$ cat config.mk
export PLATFORM = sky130hd
export DESIGN_NAME = ltcd_decoder
export DESIGN_NICKNAME = d
export VERILOG_FILES = /design/src/ltcd_pkg.sv /design/src/ltcd_gen_if.sv /design/src/ltcd_pdu_gen.sv /design/src/ltcd_decoder.sv
export SDC_FILE = /design/constraint.sdc
export NUM_CORES = 1
export LEC_CHECK = 0
export BUFFER_PORTS_ARGS = -buffer_cell sky130_fd_sc_hd__clkbuf_2
export CORE_UTILIZATION = 40
export CTS_CLUSTER_DIAMETER = 150
export DETAILED_ROUTE_END_ITERATION = 6
export PLACE_DENSITY = 0.67
export SYNTH_ARGS = -nofsm -noshare
export SYNTH_HDL_FRONTEND = slang
export SYNTH_SLANG_ARGS = --single-unit
$ cat constraint.sdc
create_clock -name i_sys_clk -period 4.8 [get_ports i_sys_clk]
set_clock_uncertainty 0.1 [all_clocks]
set_input_delay 0 -clock i_sys_clk [delete_from_list [all_inputs] [get_ports i_sys_clk]]
set_output_delay 0 -clock i_sys_clk [all_outputs]
set_load 0.01 [all_outputs]
$ cat src/ltcd_pkg.sv
/*
  Shared constants for the loop test command decoder: message header
  layout, message type octets, field positions and generator settings.
  Assumes octets arrive most significant bit first in bit 7, with the
  documented bit 1 held in bit 0.
*/
package ltcd_pkg;

  // Header octet: protocol discriminator low nibble, skip indicator high
  localparam logic [3:0] PD_TEST       = 4'hf;
  localparam logic [3:0] SKIP_NONE     = 4'h0;
  localparam int         PD_LSB        = 0;
  localparam int         SKIP_LSB      = 4;

  // Message type octets
  localparam logic [7:0] MT_OPEN_LOOP  = 8'h22;
  localparam logic [7:0] MT_OPEN_ACK   = 8'h23;
  localparam logic [7:0] MT_LINK_DEACT = 8'h10;
  localparam logic [7:0] MT_TEST_PATH  = 8'h14;
  localparam logic [7:0] MT_PKT_TEST   = 8'h24;
  localparam logic [7:0] ACK_HDR       = {SKIP_NONE, PD_TEST};

  // Octet positions inside a message
  localparam int         OCT_HDR       = 0;
  localparam int         OCT_TYPE      = 1;
  localparam int         OCT_PATH      = 2;
  localparam int         OCT_PDU_HI    = 2;
  localparam int         OCT_PDU_LO    = 3;
  localparam int         OCT_MODE      = 4;
  localparam int         MSG_MAX       = 5;
  localparam logic [2:0] LEN_PATH      = 3'h3;
  localparam logic [2:0] LEN_PKT       = 3'h5;
  localparam logic [2:0] LEN_PLAIN     = 3'h2;

  // Tested path codes
  localparam logic [2:0] PATH_NORMAL   = 3'h0;
  localparam logic [2:0] PATH_DL_DEC   = 3'h1;
  localparam logic [2:0] PATH_UL_ENC   = 3'h2;
  localparam logic [2:0] PATH_ACOUSTIC = 3'h4;

  // Packet test fields
  localparam int         LEN_TYPE_BIT  = 7;
  localparam int         CNT_W         = 12;
  localparam int         MODE_LOOP_BIT = 0;
  localparam int         TS_LSB        = 1;
  localparam int         PDU_LEN_MIN   = 140;
  localparam int         PDU_LEN_MAX   = 1560;
  localparam int         LEN_W         = 11;

  // Pseudorandom generator
  localparam int         PRBS_W        = 15;
  localparam logic [14:0] PRBS_SEED    = 15'h7fff;

endpackage

$ cat src/ltcd_gen_if.sv
/*
  Interface between the command decoder and the PDU generator.
  Assumes both ends run on the same clock; no crossing inside.
*/
`timescale 1ns/1ps
interface ltcd_gen_if;
  import ltcd_pkg::*;
  logic             start;    // Load count and begin
  logic [CNT_W-1:0] count;    // PDUs to send
  logic             infinite; // Ignore the count
  logic             busy;     // Generator running
  logic             valid;    // Octet available
  logic             ready;    // Octet taken
  logic [7:0]       data;     // Generated octet
  logic             last;     // Last octet of a PDU

  modport ctrl (output start, count, infinite, ready,
                input  busy, valid, data, last);
  modport gen  (input  start, count, infinite, ready,
                output busy, valid, data, last);
endinterface

$ cat src/ltcd_pdu_gen.sv
/*
  Generates test PDUs made only of pseudorandom octets, fixed length,
  a loaded number of them or without end.
  Assumes the drain side holds ready as it likes; octets stall with it.
*/
`timescale 1ns/1ps
module ltcd_pdu_gen
  import ltcd_pkg::*;
#(
  parameter int PDU_LEN = PDU_LEN_MAX  // Octets per PDU
) (
  input  wire logic i_sys_clk,  // System clock
  input  wire logic i_rst,      // Synchronous reset, high
  ltcd_gen_if.gen   gen         // Decoder side
);

  typedef enum logic {G_IDLE, G_RUN} ltcd_gen_t;

  ltcd_gen_t         state;
  logic [CNT_W-1:0]  remaining;
  logic              endless;
  logic [LEN_W-1:0]  octet;
  logic [PRBS_W-1:0] prbs;

  // Eight shifts of the x^15 + x^14 + 1 register per octet
  function automatic logic [PRBS_W-1:0] ltcd_prbs8(
      input logic [PRBS_W-1:0] s);
    logic [PRBS_W-1:0] r;
    r = s;
    for (int i = 0; i < 8; i++) begin
      r = {r[PRBS_W-2:0], r[PRBS_W-1] ^ r[PRBS_W-2]};
    end
    return r;
  endfunction

  // Payload is the sequence alone, no header or check octets
  assign gen.busy  = (state == G_RUN);
  assign gen.valid = (state == G_RUN);
  assign gen.data  = prbs[7:0];
  assign gen.last  = (state == G_RUN) && (octet == LEN_W'(PDU_LEN - 1));

  // Count of PDUs and octets; a new start restarts the sequence
  always_ff @(posedge i_sys_clk) begin
    if (i_rst) begin
      state     <= G_IDLE;
      remaining <= '0;
      endless   <= 1'b0;
      octet     <= '0;
      prbs      <= PRBS_SEED;
    end else if (gen.start) begin
      if (gen.count != '0 || gen.infinite) begin
        state <= G_RUN;
      end else begin
        state <= G_IDLE;
      end
      remaining <= gen.count;
      endless   <= gen.infinite;
      octet     <= '0;
      prbs      <= PRBS_SEED;
    end else if (state == G_RUN && gen.ready) begin
      prbs <= ltcd_prbs8(prbs);
      if (gen.last) begin
        octet <= '0;
        if (!endless) begin
          remaining <= remaining - 1'b1;
          if (remaining == 12'h001) begin
            state <= G_IDLE;
          end
        end
      end else begin
        octet <= octet + 1'b1;
      end
    end
  end
endmodule // ltcd_pdu_gen

$ cat src/ltcd_decoder.sv
/*
  Loop test command decoder: collects one test message per frame,
  decodes it and drives the test controls, the acknowledge stream and
  the packet test data path.
  Assumes messages arrive one octet a cycle on the system clock from the
  link layer, framed by i_rx_last, and that acks drain via i_ack_ready.
*/
// What this block does
// - A message whose skip indicator is not zero is dropped without action or ack.
// - Only messages carrying the test protocol discriminator 1111 are acted on, and acks carry it too.
// - The low three bits of the path octet select normal, downlink decoder, uplink encoder or acoustic test.
// - Any other path code is refused and the previous selection is kept.
// - The PDU description is applied only when the device generates the data itself.
// - Generated PDUs hold only pseudorandom octets, with no header and no check field.
// - The top bit of the first description octet set means fixed length PDUs; cleared is reserved and ignored.
// - The supported PDU length is a fixed parameter of the design.
// - The PDU count is twelve bits, low nibble of the first octet over the whole second octet.
// - A zero count may, by parameter, mean PDUs without end.
// - With both data sources built, mode bit 1 at zero selects internal generation.
// - With both data sources built, mode bit 1 at one loops received data back.
// - Mode bits 4 to 2 give the downlink timeslot offset.
`timescale 1ns/1ps
module ltcd_decoder
  import ltcd_pkg::*;
#(
  parameter int   PDU_LEN          = PDU_LEN_MAX, // Octets per PDU
  parameter logic SUPPORTS_BOTH    = 1'b1,        // Loop and generator
  parameter logic ZERO_IS_INFINITE = 1'b1         // Zero count endless
) (
  input  wire logic       i_sys_clk,          // 40 MHz system clock
  input  wire logic       i_rst,              // Synchronous reset, high
  input  wire logic       i_rx_valid,         // Message octet valid
  input  wire logic [7:0] i_rx_data,          // Message octet
  input  wire logic       i_rx_last,          // Last octet of message
  output logic            o_ack_valid,        // Ack octet valid
  output logic [7:0]      o_ack_data,         // Ack octet
  output logic            o_ack_last,         // Last ack octet
  input  wire logic       i_ack_ready,        // Ack octet taken
  output logic            o_loop_open,        // Open loop pulse
  output logic            o_test_link_active, // Test link enabled
  output logic [2:0]      o_test_path,        // Selected test path
  output logic            o_path_reject,      // Reserved path pulse
  output logic            o_packet_mode,      // Packet test entered
  output logic            o_loopback_sel,     // Loop received data
  output logic [2:0]      o_dl_ts_offset,     // Downlink slot offset
  input  wire logic       i_loop_valid,       // Received data valid
  input  wire logic [7:0] i_loop_data,        // Received data octet
  output logic            o_tx_valid,         // Transmit octet valid
  output logic [7:0]      o_tx_data,          // Transmit octet
  output logic            o_tx_last,          // Last octet of PDU
  input  wire logic       i_tx_ready,         // Transmit octet taken
  output logic            o_gen_busy          // Generator running
);

  typedef enum logic [1:0] {A_IDLE, A_HDR, A_TYPE} ltcd_ack_t;

  ltcd_gen_if gen_if ();

  logic [7:0] msg [MSG_MAX];
  logic [2:0] wr_idx;
  logic [2:0] msg_len;
  logic       msg_done;
  ltcd_ack_t  ack_state;
  logic       loop_valid;
  logic [7:0] loop_data;

  logic             hdr_ok;
  logic             is_open;
  logic             is_deact;
  logic             is_path;
  logic             is_pkt;
  logic             loop_req;
  logic             pkt_start;
  logic [2:0]       path_code;
  logic [CNT_W-1:0] pdu_count;

  // Only the four defined selections count as a path
  function automatic logic ltcd_path_legal(input logic [2:0] code);
    return code == PATH_NORMAL || code == PATH_DL_DEC ||
           code == PATH_UL_ENC || code == PATH_ACOUSTIC;
  endfunction

  // Message capture; octets past the fifth are dropped, not wrapped
  always_ff @(posedge i_sys_clk) begin
    if (i_rx_valid && wr_idx < 3'(MSG_MAX)) begin
      msg[wr_idx] <= i_rx_data;
    end
  end

  // Frame position and end-of-message strobe
  always_ff @(posedge i_sys_clk) begin
    if (i_rst) begin
      wr_idx   <= '0;
      msg_len  <= '0;
      msg_done <= 1'b0;
    end else begin
      msg_done <= i_rx_valid && i_rx_last;
      if (i_rx_valid) begin
        if (i_rx_last) begin
          wr_idx  <= '0;
          msg_len <= (wr_idx < 3'(MSG_MAX)) ? wr_idx + 1'b1 : wr_idx;
        end else if (wr_idx < 3'(MSG_MAX)) begin
          wr_idx <= wr_idx + 1'b1;
        end
      end
    end
  end

  // Header check gates every command; short messages are ignored
  assign hdr_ok    = msg_done && msg_len >= LEN_PLAIN &&
                     msg[OCT_HDR][SKIP_LSB+:4] == SKIP_NONE &&
                     msg[OCT_HDR][PD_LSB+:4] == PD_TEST;
  assign is_open   = hdr_ok && msg[OCT_TYPE] == MT_OPEN_LOOP;
  assign is_deact  = hdr_ok && msg[OCT_TYPE] == MT_LINK_DEACT;
  assign is_path   = hdr_ok && msg[OCT_TYPE] == MT_TEST_PATH &&
                     msg_len >= LEN_PATH;
  assign is_pkt    = hdr_ok && msg[OCT_TYPE] == MT_PKT_TEST &&
                     msg_len >= LEN_PKT;
  assign path_code = msg[OCT_PATH][2:0];
  assign pdu_count = {msg[OCT_PDU_HI][3:0], msg[OCT_PDU_LO]};
  // A generator-only build ignores the source bit
  assign loop_req  = SUPPORTS_BOTH &&
                     msg[OCT_MODE][MODE_LOOP_BIT];
  // Description used only for own data and fixed length type
  assign pkt_start = is_pkt && !loop_req &&
                     msg[OCT_PDU_HI][LEN_TYPE_BIT];

  assign gen_if.start    = pkt_start;
  assign gen_if.count    = pdu_count;
  assign gen_if.infinite = ZERO_IS_INFINITE && pdu_count == '0;
  assign gen_if.ready    = i_tx_ready && !o_loopback_sel;

  // Acknowledge stream; an open arriving mid-ack gets no second ack
  always_ff @(posedge i_sys_clk) begin
    if (i_rst) begin
      ack_state  <= A_IDLE;
      o_ack_data <= '0;
    end else begin
      unique case (ack_state)
        A_IDLE: begin
          if (is_open) begin
            ack_state  <= A_HDR;
            o_ack_data <= ACK_HDR;
          end
        end
        A_HDR: begin
          if (i_ack_ready) begin
            ack_state  <= A_TYPE;
            o_ack_data <= MT_OPEN_ACK;
          end
        end
        A_TYPE: begin
          if (i_ack_ready) begin
            ack_state <= A_IDLE;
          end
        end
      endcase
    end
  end

  assign o_ack_valid = (ack_state != A_IDLE);
  assign o_ack_last  = (ack_state == A_TYPE);

  // Loop opening and test link control
  always_ff @(posedge i_sys_clk) begin
    if (i_rst) begin
      o_loop_open        <= 1'b0;
      o_test_link_active <= 1'b1;
    end else begin
      o_loop_open <= is_open;
      if (is_deact) begin
        o_test_link_active <= 1'b0;
      end
    end
  end

  // Path selection; reserved codes leave the old path in place
  always_ff @(posedge i_sys_clk) begin
    if (i_rst) begin
      o_test_path   <= PATH_NORMAL;
      o_path_reject <= 1'b0;
    end else begin
      o_path_reject <= is_path && !ltcd_path_legal(path_code);
      if (is_path && ltcd_path_legal(path_code)) begin
        o_test_path <= path_code;
      end
    end
  end

  // Packet test mode settings from the mode flag octet
  always_ff @(posedge i_sys_clk) begin
    if (i_rst) begin
      o_packet_mode  <= 1'b0;
      o_loopback_sel <= 1'b0;
      o_dl_ts_offset <= '0;
    end else if (is_pkt) begin
      o_packet_mode  <= 1'b1;
      o_loopback_sel <= loop_req;
      o_dl_ts_offset <= msg[OCT_MODE][TS_LSB+:3];
    end
  end

  // Loopback path has no buffer: octets not taken at once are lost
  always_ff @(posedge i_sys_clk) begin
    if (i_rst) begin
      loop_valid <= 1'b0;
      loop_data  <= '0;
    end else begin
      loop_valid <= i_loop_valid && o_packet_mode && o_loopback_sel;
      loop_data  <= i_loop_data;
    end
  end

  assign o_tx_valid = o_loopback_sel ? loop_valid : gen_if.valid;
  assign o_tx_data  = o_loopback_sel ? loop_data  : gen_if.data;
  assign o_tx_last  = !o_loopback_sel && gen_if.last;
  assign o_gen_busy = gen_if.busy;

  // Length fixed at build time; nothing checks it against the documented span
  ltcd_pdu_gen #(
    .PDU_LEN (PDU_LEN)
  ) u_pdu_gen (
    .i_sys_clk (i_sys_clk),
    .i_rst     (i_rst),
    .gen       (gen_if.gen)
  );
endmodule // ltcd_decoder

==> flow_summary_export.csv, run 1 <==
group,metric,value,unit
route,drt_iter0_markers,144,
power,power_density,290,nW/um^2
power,clkPwrFrac,31.3,%
global_route,grtUsageTotal,16.4,%
clock_network,cts_tree,"done",
power,ir_drop,0.000239,V
sta,layout_min_cycle_time,2.35,ns
hold_path,worstHoldStart,"i_rst",
global_route,grt_busiest_layer,"met2",
placed_design,dp_hpwl,6290,um
hold_path,min_path_cells,3,
power,power.internal,1.15,mW
cells_and_area,final_nets,525,
sta,finalSetupViolCount,0,
logic_synthesis,synth_area_leaders,"dfxtp_1 (32%), edfxtp_1 (22%), xnor2_1 (4.7%)",
clock_network,numCtsBuffers,9,
global_route,use_met2,28.7,%
power,p_sw_share,23.1,%
sta,period_share,49.0,%
logic_synthesis,synth-seq-cells,105,
cells_and_area,areaGrowthSynthToFinish,16.4,%
setup_path,crit_type,"flip-flop to flip-flop",
cells_and_area,multi_input_area,1890,um^2
setup_path,cp-end-kind,"flip-flop",
floorplan,num_rows,38,
global_route,grt_use_met1,19.6,%
power,power.share.combinational,6.0,%
sta,grt_setup_unrepaired,"false",
floorplan,dieArea,11600,um^2
logic_synthesis,synthArstFlopShare,0,%
global_route,grt_pass1_vias,3158,
setup_path,ff2ff_path_depth,5,
floorplan,coreArea,10800,um^2
logic_synthesis,syn_inst,429,
cells_and_area,layout_common_cells,"dfxtp_1 (72), clkbuf_2 (51), nor2_1 (47), nand2_1 (40), edfxtp_1 (33)",
setup_path,required,4.94,ns
power,sequentialPowerShare,62.6,%
power,p_leak,1.99,nW
cells_and_area,seqCellArea,2430,um^2
logic_synthesis,synth_top_area_share,32.4,%
setup_path,startpoint,"msg[1][1]",
logic_synthesis,yosysWarningCount,0,
placed_design,gp_congestion,0.789,
global_route,antenna_found_initial,0,
placed_design,place_inst,602,
setup_path,critPathMaxStageDelay,0.56,ns
sta,fin_setup_tns,0,ns
clock_network,cts-root-buf,"clkbuf_8",
clock_network,cts.clk_slew.worst_paths,0.09,ns
clock_network,clk_latency,0.38,ns
clock_network,clkSinkCount,105,
route,vias,3233,
power,p_sw,348,uW
clock_network,htree_levels,3,
placed_design,portBuffers,51,
global_route,grt_use_met3,3.51,%
sta,slew_viol_final,0,
cells_and_area,fillCellCount,1018,
sta,fmax,426,MHz
hold_path,worstHoldPathType,"primary input to flip-flop",
cells_and_area,antenna_cells,0,
logic_synthesis,synth_edf_count,33,
cells_and_area,drive_gt1_share,18.2,%
cells_and_area,final_cells,640,
route,drc_errors,0,
setup_path,cp_cell_sequence,"or4b_1, nor2_2, nand3_1, nand2b_1, o22ai_1",
setup_path,cp_slowest_cell,"or4b_1",
setup_path,crit_fanout,15,
floorplan,die_x,108,um
logic_synthesis,yosysSeqAreaShare,54.6,%
global_route,grt_max_degree,49,
clock_network,cts_resized,0,
logic_synthesis,synth_area,4450,um^2
route,ant_nets,0,
sta,worst_pin_slew,0.958,ns
setup_path,arrival,2.49,ns
route,wl_per_cell,13.7,um
global_route,grt_pass1_wl,14700,um
sta,finalHoldViolations,0,
logic_synthesis,synth.avg_cell_area,10.4,um^2
job,max_cap_violations,0,
cells_and_area,final_common_cell,"dfxtp_1",
setup_path,startpoint_type,"flip-flop",
logic_synthesis,synth_top_cell_by_area,"dfxtp_1",
floorplan,io_pins,55,
status,status,"finished, final reports clean",
floorplan,initial_utilization,41.1,%
clock_network,cts_buffer_depth,2,
route,drt_wl_total,8760,um
route,first_pass_iters,4,
logic_synthesis,synth-main-ff-cell,"dfxtp_1",
global_route,grt_overflow,0,
setup_path,r2r_start,"msg[1][1]",
floorplan,die_y,108,um
sta,slew_headroom,35.9,%
route,vias_per_cell,5.05,
logic_synthesis,yosysUniqueCellTypes,58,
==> metal layers <==
layer	vias up	part of all wire, %
li1	1657	-
met1	1506	45
met2	60	50
met3	10	3.5
met4	0	1.2
met5	-	0
==> critical path, delay by kind of cell (launching register included) <==
family | cells | cell delay (ns)
AO/OA/AOI/OAI | 1 | 0.11
AND/OR/NAND/NOR | 4 | 1.60
flip-flops | 1 | 0.40
==> cell usage after synthesis (all sizes together) (2+ instances only) <==
library cell   n
mux2          10
a2111oi        4
a211oi        11
nor3           8
nand4          6
xor2           4
buf            8
nor3b          2
inv            9
nor4b          3
o21ai          7
or4            4
dfxtp         72
and3           3
nand2         40
nand3         20
or3            2
o211ai         8
a21oi         25
o21a           2
nor4           9
edfxtp        33
nor2          49
nand2b         4
and4bb         2
and4b          3
mux2i          3
xnor2         24
nand3b         3
nor2b         12
ha             7
clkbuf        14
a31oi          2
and3b          2
==> cell type report <==
cell class | count | share of cell area (%)
clock buffers | 9 | 2.39
clock inverters | 7 | 0.724
inverters | 9 | 0.652
multi-input cells | 295 | 36.5
flip-flops and latches | 105 | 46.9
well taps | 140 | 3.38
repair buffers | 75 | 9.46
==> kinds of logic after synthesis <==
group | share of synthesized area [%]
muxes | 3.20
DFF | 54.6
buffers and inverters | 3.12
other | 0.0842
AOI/OAI and AO/OA | 9.89
and+or+nand+nor | 21.6
xor gates and xnor gates | 5.51
adders and majority gates | 1.97
==> final timing paths <==
kind / slack, ns / to
worst max-delay path: 2.45 / u_pdu_gen.remaining[1]
worst min-delay path: 0.06 / o_packet_mode
worst max register to register: 2.45 / u_pdu_gen.remaining[1]
worst min register to register: 0.37 / o_dl_ts_offset[2]
==> power by group through the flow <==
stage	logic (mW)	clock network (mW)	registers [mW]
2_1_floorplan	0.0516	0	0.960
3_3_place_gp	0.0757	0	0.961
3_5_place_dp	0.0770	0	0.962
4_1_cts	0.0906	0.488	0.941
5_1_grt	0.102	0.518	0.943
6_report	0.0907	0.471	0.941
==> state kept, by name, indices dropped and copies added (netlist names) <==
register	flops
wr_idx	3
o_test_link_active	1
u_pdu_gen.prbs	15
o_packet_mode	1
u_pdu_gen.octet	11
u_pdu_gen.remaining	12
o_ack_data	3
o_loopback_sel	1
u_pdu_gen.gen.busy	1
loop_valid	1
o_loop_open	1
o_path_reject	1
msg_done	1
msg	33
msg_len	3
o_test_path	3
loop_data	8
u_pdu_gen.endless	1
o_dl_ts_offset	3
ack_state	2
==> through the flow <==
step	power (mW)	worst slack (ns)	area (um^2)	utilization, %	hold slack, ns
finish	1.50	2.45	5180	47.8	0.0598
global route	1.56	2.16	5180	47.8	0.0851
CTS	1.52	2.45	5180	47.8	0.0465
detailed placement	1.04	2.44	4800	44.3	0.118
global placement	1.04	2.53	4800	44.3	0.116
floorplan	1.01	2.81	4460	-	-0.00113
==> timing repair <==
| item | in CTS | in global routing |
|---|---|---|
| setup endpoints to repair | 0 | 0 |
| hold buffers | 22 | 0 |
| hold endpoints to repair | 55 | 0 |
| setup buffers | 0 | 0 |
(Power assumes the default switching activity.)
==> run 2: changes to the inputs <==
PLACE_DENSITY = 0.69   (was 0.67)
clock period = 2 ns   (was 4.8 ns; I/O delays follow)
==> flow_summary_export.csv, run 2 (synthesized netlist as in run 1, its figures left out) <==
group,metric,value,unit
global_route,grt_pass1_vias,3228,
route,first_pass_iters,5,
clock_network,htree_levels,3,
power,power.internal,2.99,mW
placed_design,gp_congestion,0.796,
placed_design,portBuffers,51,
clock_network,clk_latency,0.36,ns
route,vias_per_cell,5.15,
floorplan,die_y,108,um
sta,grt_setup_unrepaired,"true",
cells_and_area,layout_common_cells,"dfxtp_1 (71), clkbuf_2 (51), nor2_1 (46), nand2_1 (40), edfxtp_1 (33)",
sta,worst_slack,-0.0382,ns
global_route,antenna_found_initial,0,
power,power.share.combinational,6.0,%
sta,slew_viol_final,0,
power,power_density,694,nW/um^2
route,drt_wl_total,9310,um
floorplan,die_x,108,um
global_route,grt_overflow,0,
hold_path,worstHoldPathType,"primary input to flip-flop",
cells_and_area,multi_input_area,1980,um^2
setup_path,cp_slowest_cell,"or4b_4",
setup_path,cp_cell_sequence,"or4b_4, or2_4, nor2_4, a21oi_2, a2111oi_1",
placed_design,placed_cell_area,4910,um^2
sta,period_share,102,%
hold_path,worstHoldStart,"i_tx_ready",
cells_and_area,fillCellCount,995,
route,wl_per_cell,14.1,um
job,max_cap_violations,0,
cells_and_area,antenna_cells,0,
clock_network,cts_tree,"done",
cells_and_area,drive_gt1_share,24.0,%
cells_and_area,final_nets,545,
sta,fmax,491,MHz
cells_and_area,final_common_cell,"dfxtp_1",
setup_path,crit_fanout,5,
floorplan,dieArea,11600,um^2
setup_path,crit_type,"flip-flop to flip-flop",
sta,finalSetupViolCount,2,
route,drt_iter0_markers,227,
status,violations,"negative setup slack",
power,clkPwrFrac,34.5,%
global_route,grt_pass1_wl,15200,um
power,p_sw,809,uW
placed_design,dp_hpwl,6410,um
clock_network,cts.clk_slew.worst_paths,0.09,ns
clock_network,cts-root-buf,"clkbuf_8",
global_route,grtUsageTotal,16.9,%
status,status,"finished, violations left",
cells_and_area,areaGrowthSynthToFinish,22.9,%
floorplan,num_rows,38,
setup_path,cp-end-kind,"flip-flop",
sta,layout_min_cycle_time,2.04,ns
power,p_sw_share,21.3,%
cells_and_area,largest_reg_flops,33,
setup_path,r2r_start,"msg[1][0]",
setup_path,required,2.16,ns
clock_network,clkSinkCount,105,
power,p_leak,2.13,nW
setup_path,startpoint,"msg[1][0]",
sta,finalHoldViolations,0,
setup_path,critPathMaxStageDelay,0.57,ns
floorplan,io_pins,55,
cells_and_area,top_register,"msg",
floorplan,coreArea,10800,um^2
setup_path,startpoint_type,"flip-flop",
cells_and_area,largestRegisters,"msg: 33 flops, u_pdu_gen.prbs: 15 flops, u_pdu_gen.remaining: 12 flops",
route,ant_nets,0,
floorplan,initial_utilization,41.1,%
clock_network,cts_buffer_depth,2,
route,drc_errors,0,
power,sequentialPowerShare,59.5,%
power,ir_drop,0.000497,V
setup_path,arrival,2.19,ns
global_route,grt_max_degree,48,
cells_and_area,fin_area,5470,um^2
route,vias,3400,
cells_and_area,seqCellArea,2430,um^2
sta,holdWs,0.0183,ns
clock_network,numCtsBuffers,9,
==> run 2: worst paths after layout <==
| kind | endpoint | slack (ns) | cells past startpoint |
|---|---|---|---|
| worst min-delay path | u_pdu_gen.octet[2] | 0.02 | 4 |
| worst max-delay path | o_test_path[1] | -0.04 | 5 |
| worst min register to register | o_dl_ts_offset[2] | 0.35 | 2 |
| worst max register to register | o_test_path[1] | -0.04 | 5 |
==> run 2: metrics by stage <==
step	utilization (%)	TNS, ns	worst slack [ns]	power, mW	instances
final	50.5	-0.0473	-0.0382	3.80	660
after global routing	50.5	-0.287	-0.0921	3.96	660
after CTS	49.3	0	0.0109	3.84	654
after detailed placement	45.3	-0.203	-0.154	2.50	616
after global placement	45.3	-0.0968	-0.0968	2.49	616
after floorplan	-	0	0.00692	2.43	431
==> run 2: worst max-delay path: cells and delay by family, from the launching register on <==
kind | cells | cell delay [ns]
simple gates | 3 | 1.01
compound gates | 2 | 0.42
flops | 1 | 0.40
==> run 2: power by group through the flow <==
stage	clock (mW)	sequential (mW)	combinational, mW
after global routing	1.44	2.27	0.255
final	1.31	2.26	0.229
after CTS	1.35	2.26	0.227
after detailed placement	0	2.31	0.194
after global placement	0	2.31	0.189
after floorplan	0	2.30	0.124
==> run 2: per-layer routing <==
| layer | up-vias | track usage (%) | wire length [um] |
|---|---|---|---|
| li1 | 1698 | - | - |
| met1 | 1615 | 21.5 | 4190 |
| met2 | 79 | 28.0 | 4620 |
| met3 | 8 | 4.48 | 415 |
| met4 | 0 | 5.48 | 81 |
| met5 | - | 0 | 0 |
==> run 2: cell type report <==
class | instances | share of cell area (%)
clock buffer | 14 | 2.97
clock inverter | 2 | 0.663
inverter | 9 | 0.617
multi-input combinational | 295 | 36.1
sequential | 105 | 44.5
tap | 140 | 3.20
timing repair buffer | 95 | 11.9
==> run 2: what timing repair did <==
action | CTS | global route
buffers inserted | 0 | 6
pin swaps | 0 | 8
resized for setup | 5 | 18
hold buffers | 22 | 0
setup endpoints to repair | 3 | 22
hold endpoints to repair | 66 | 0
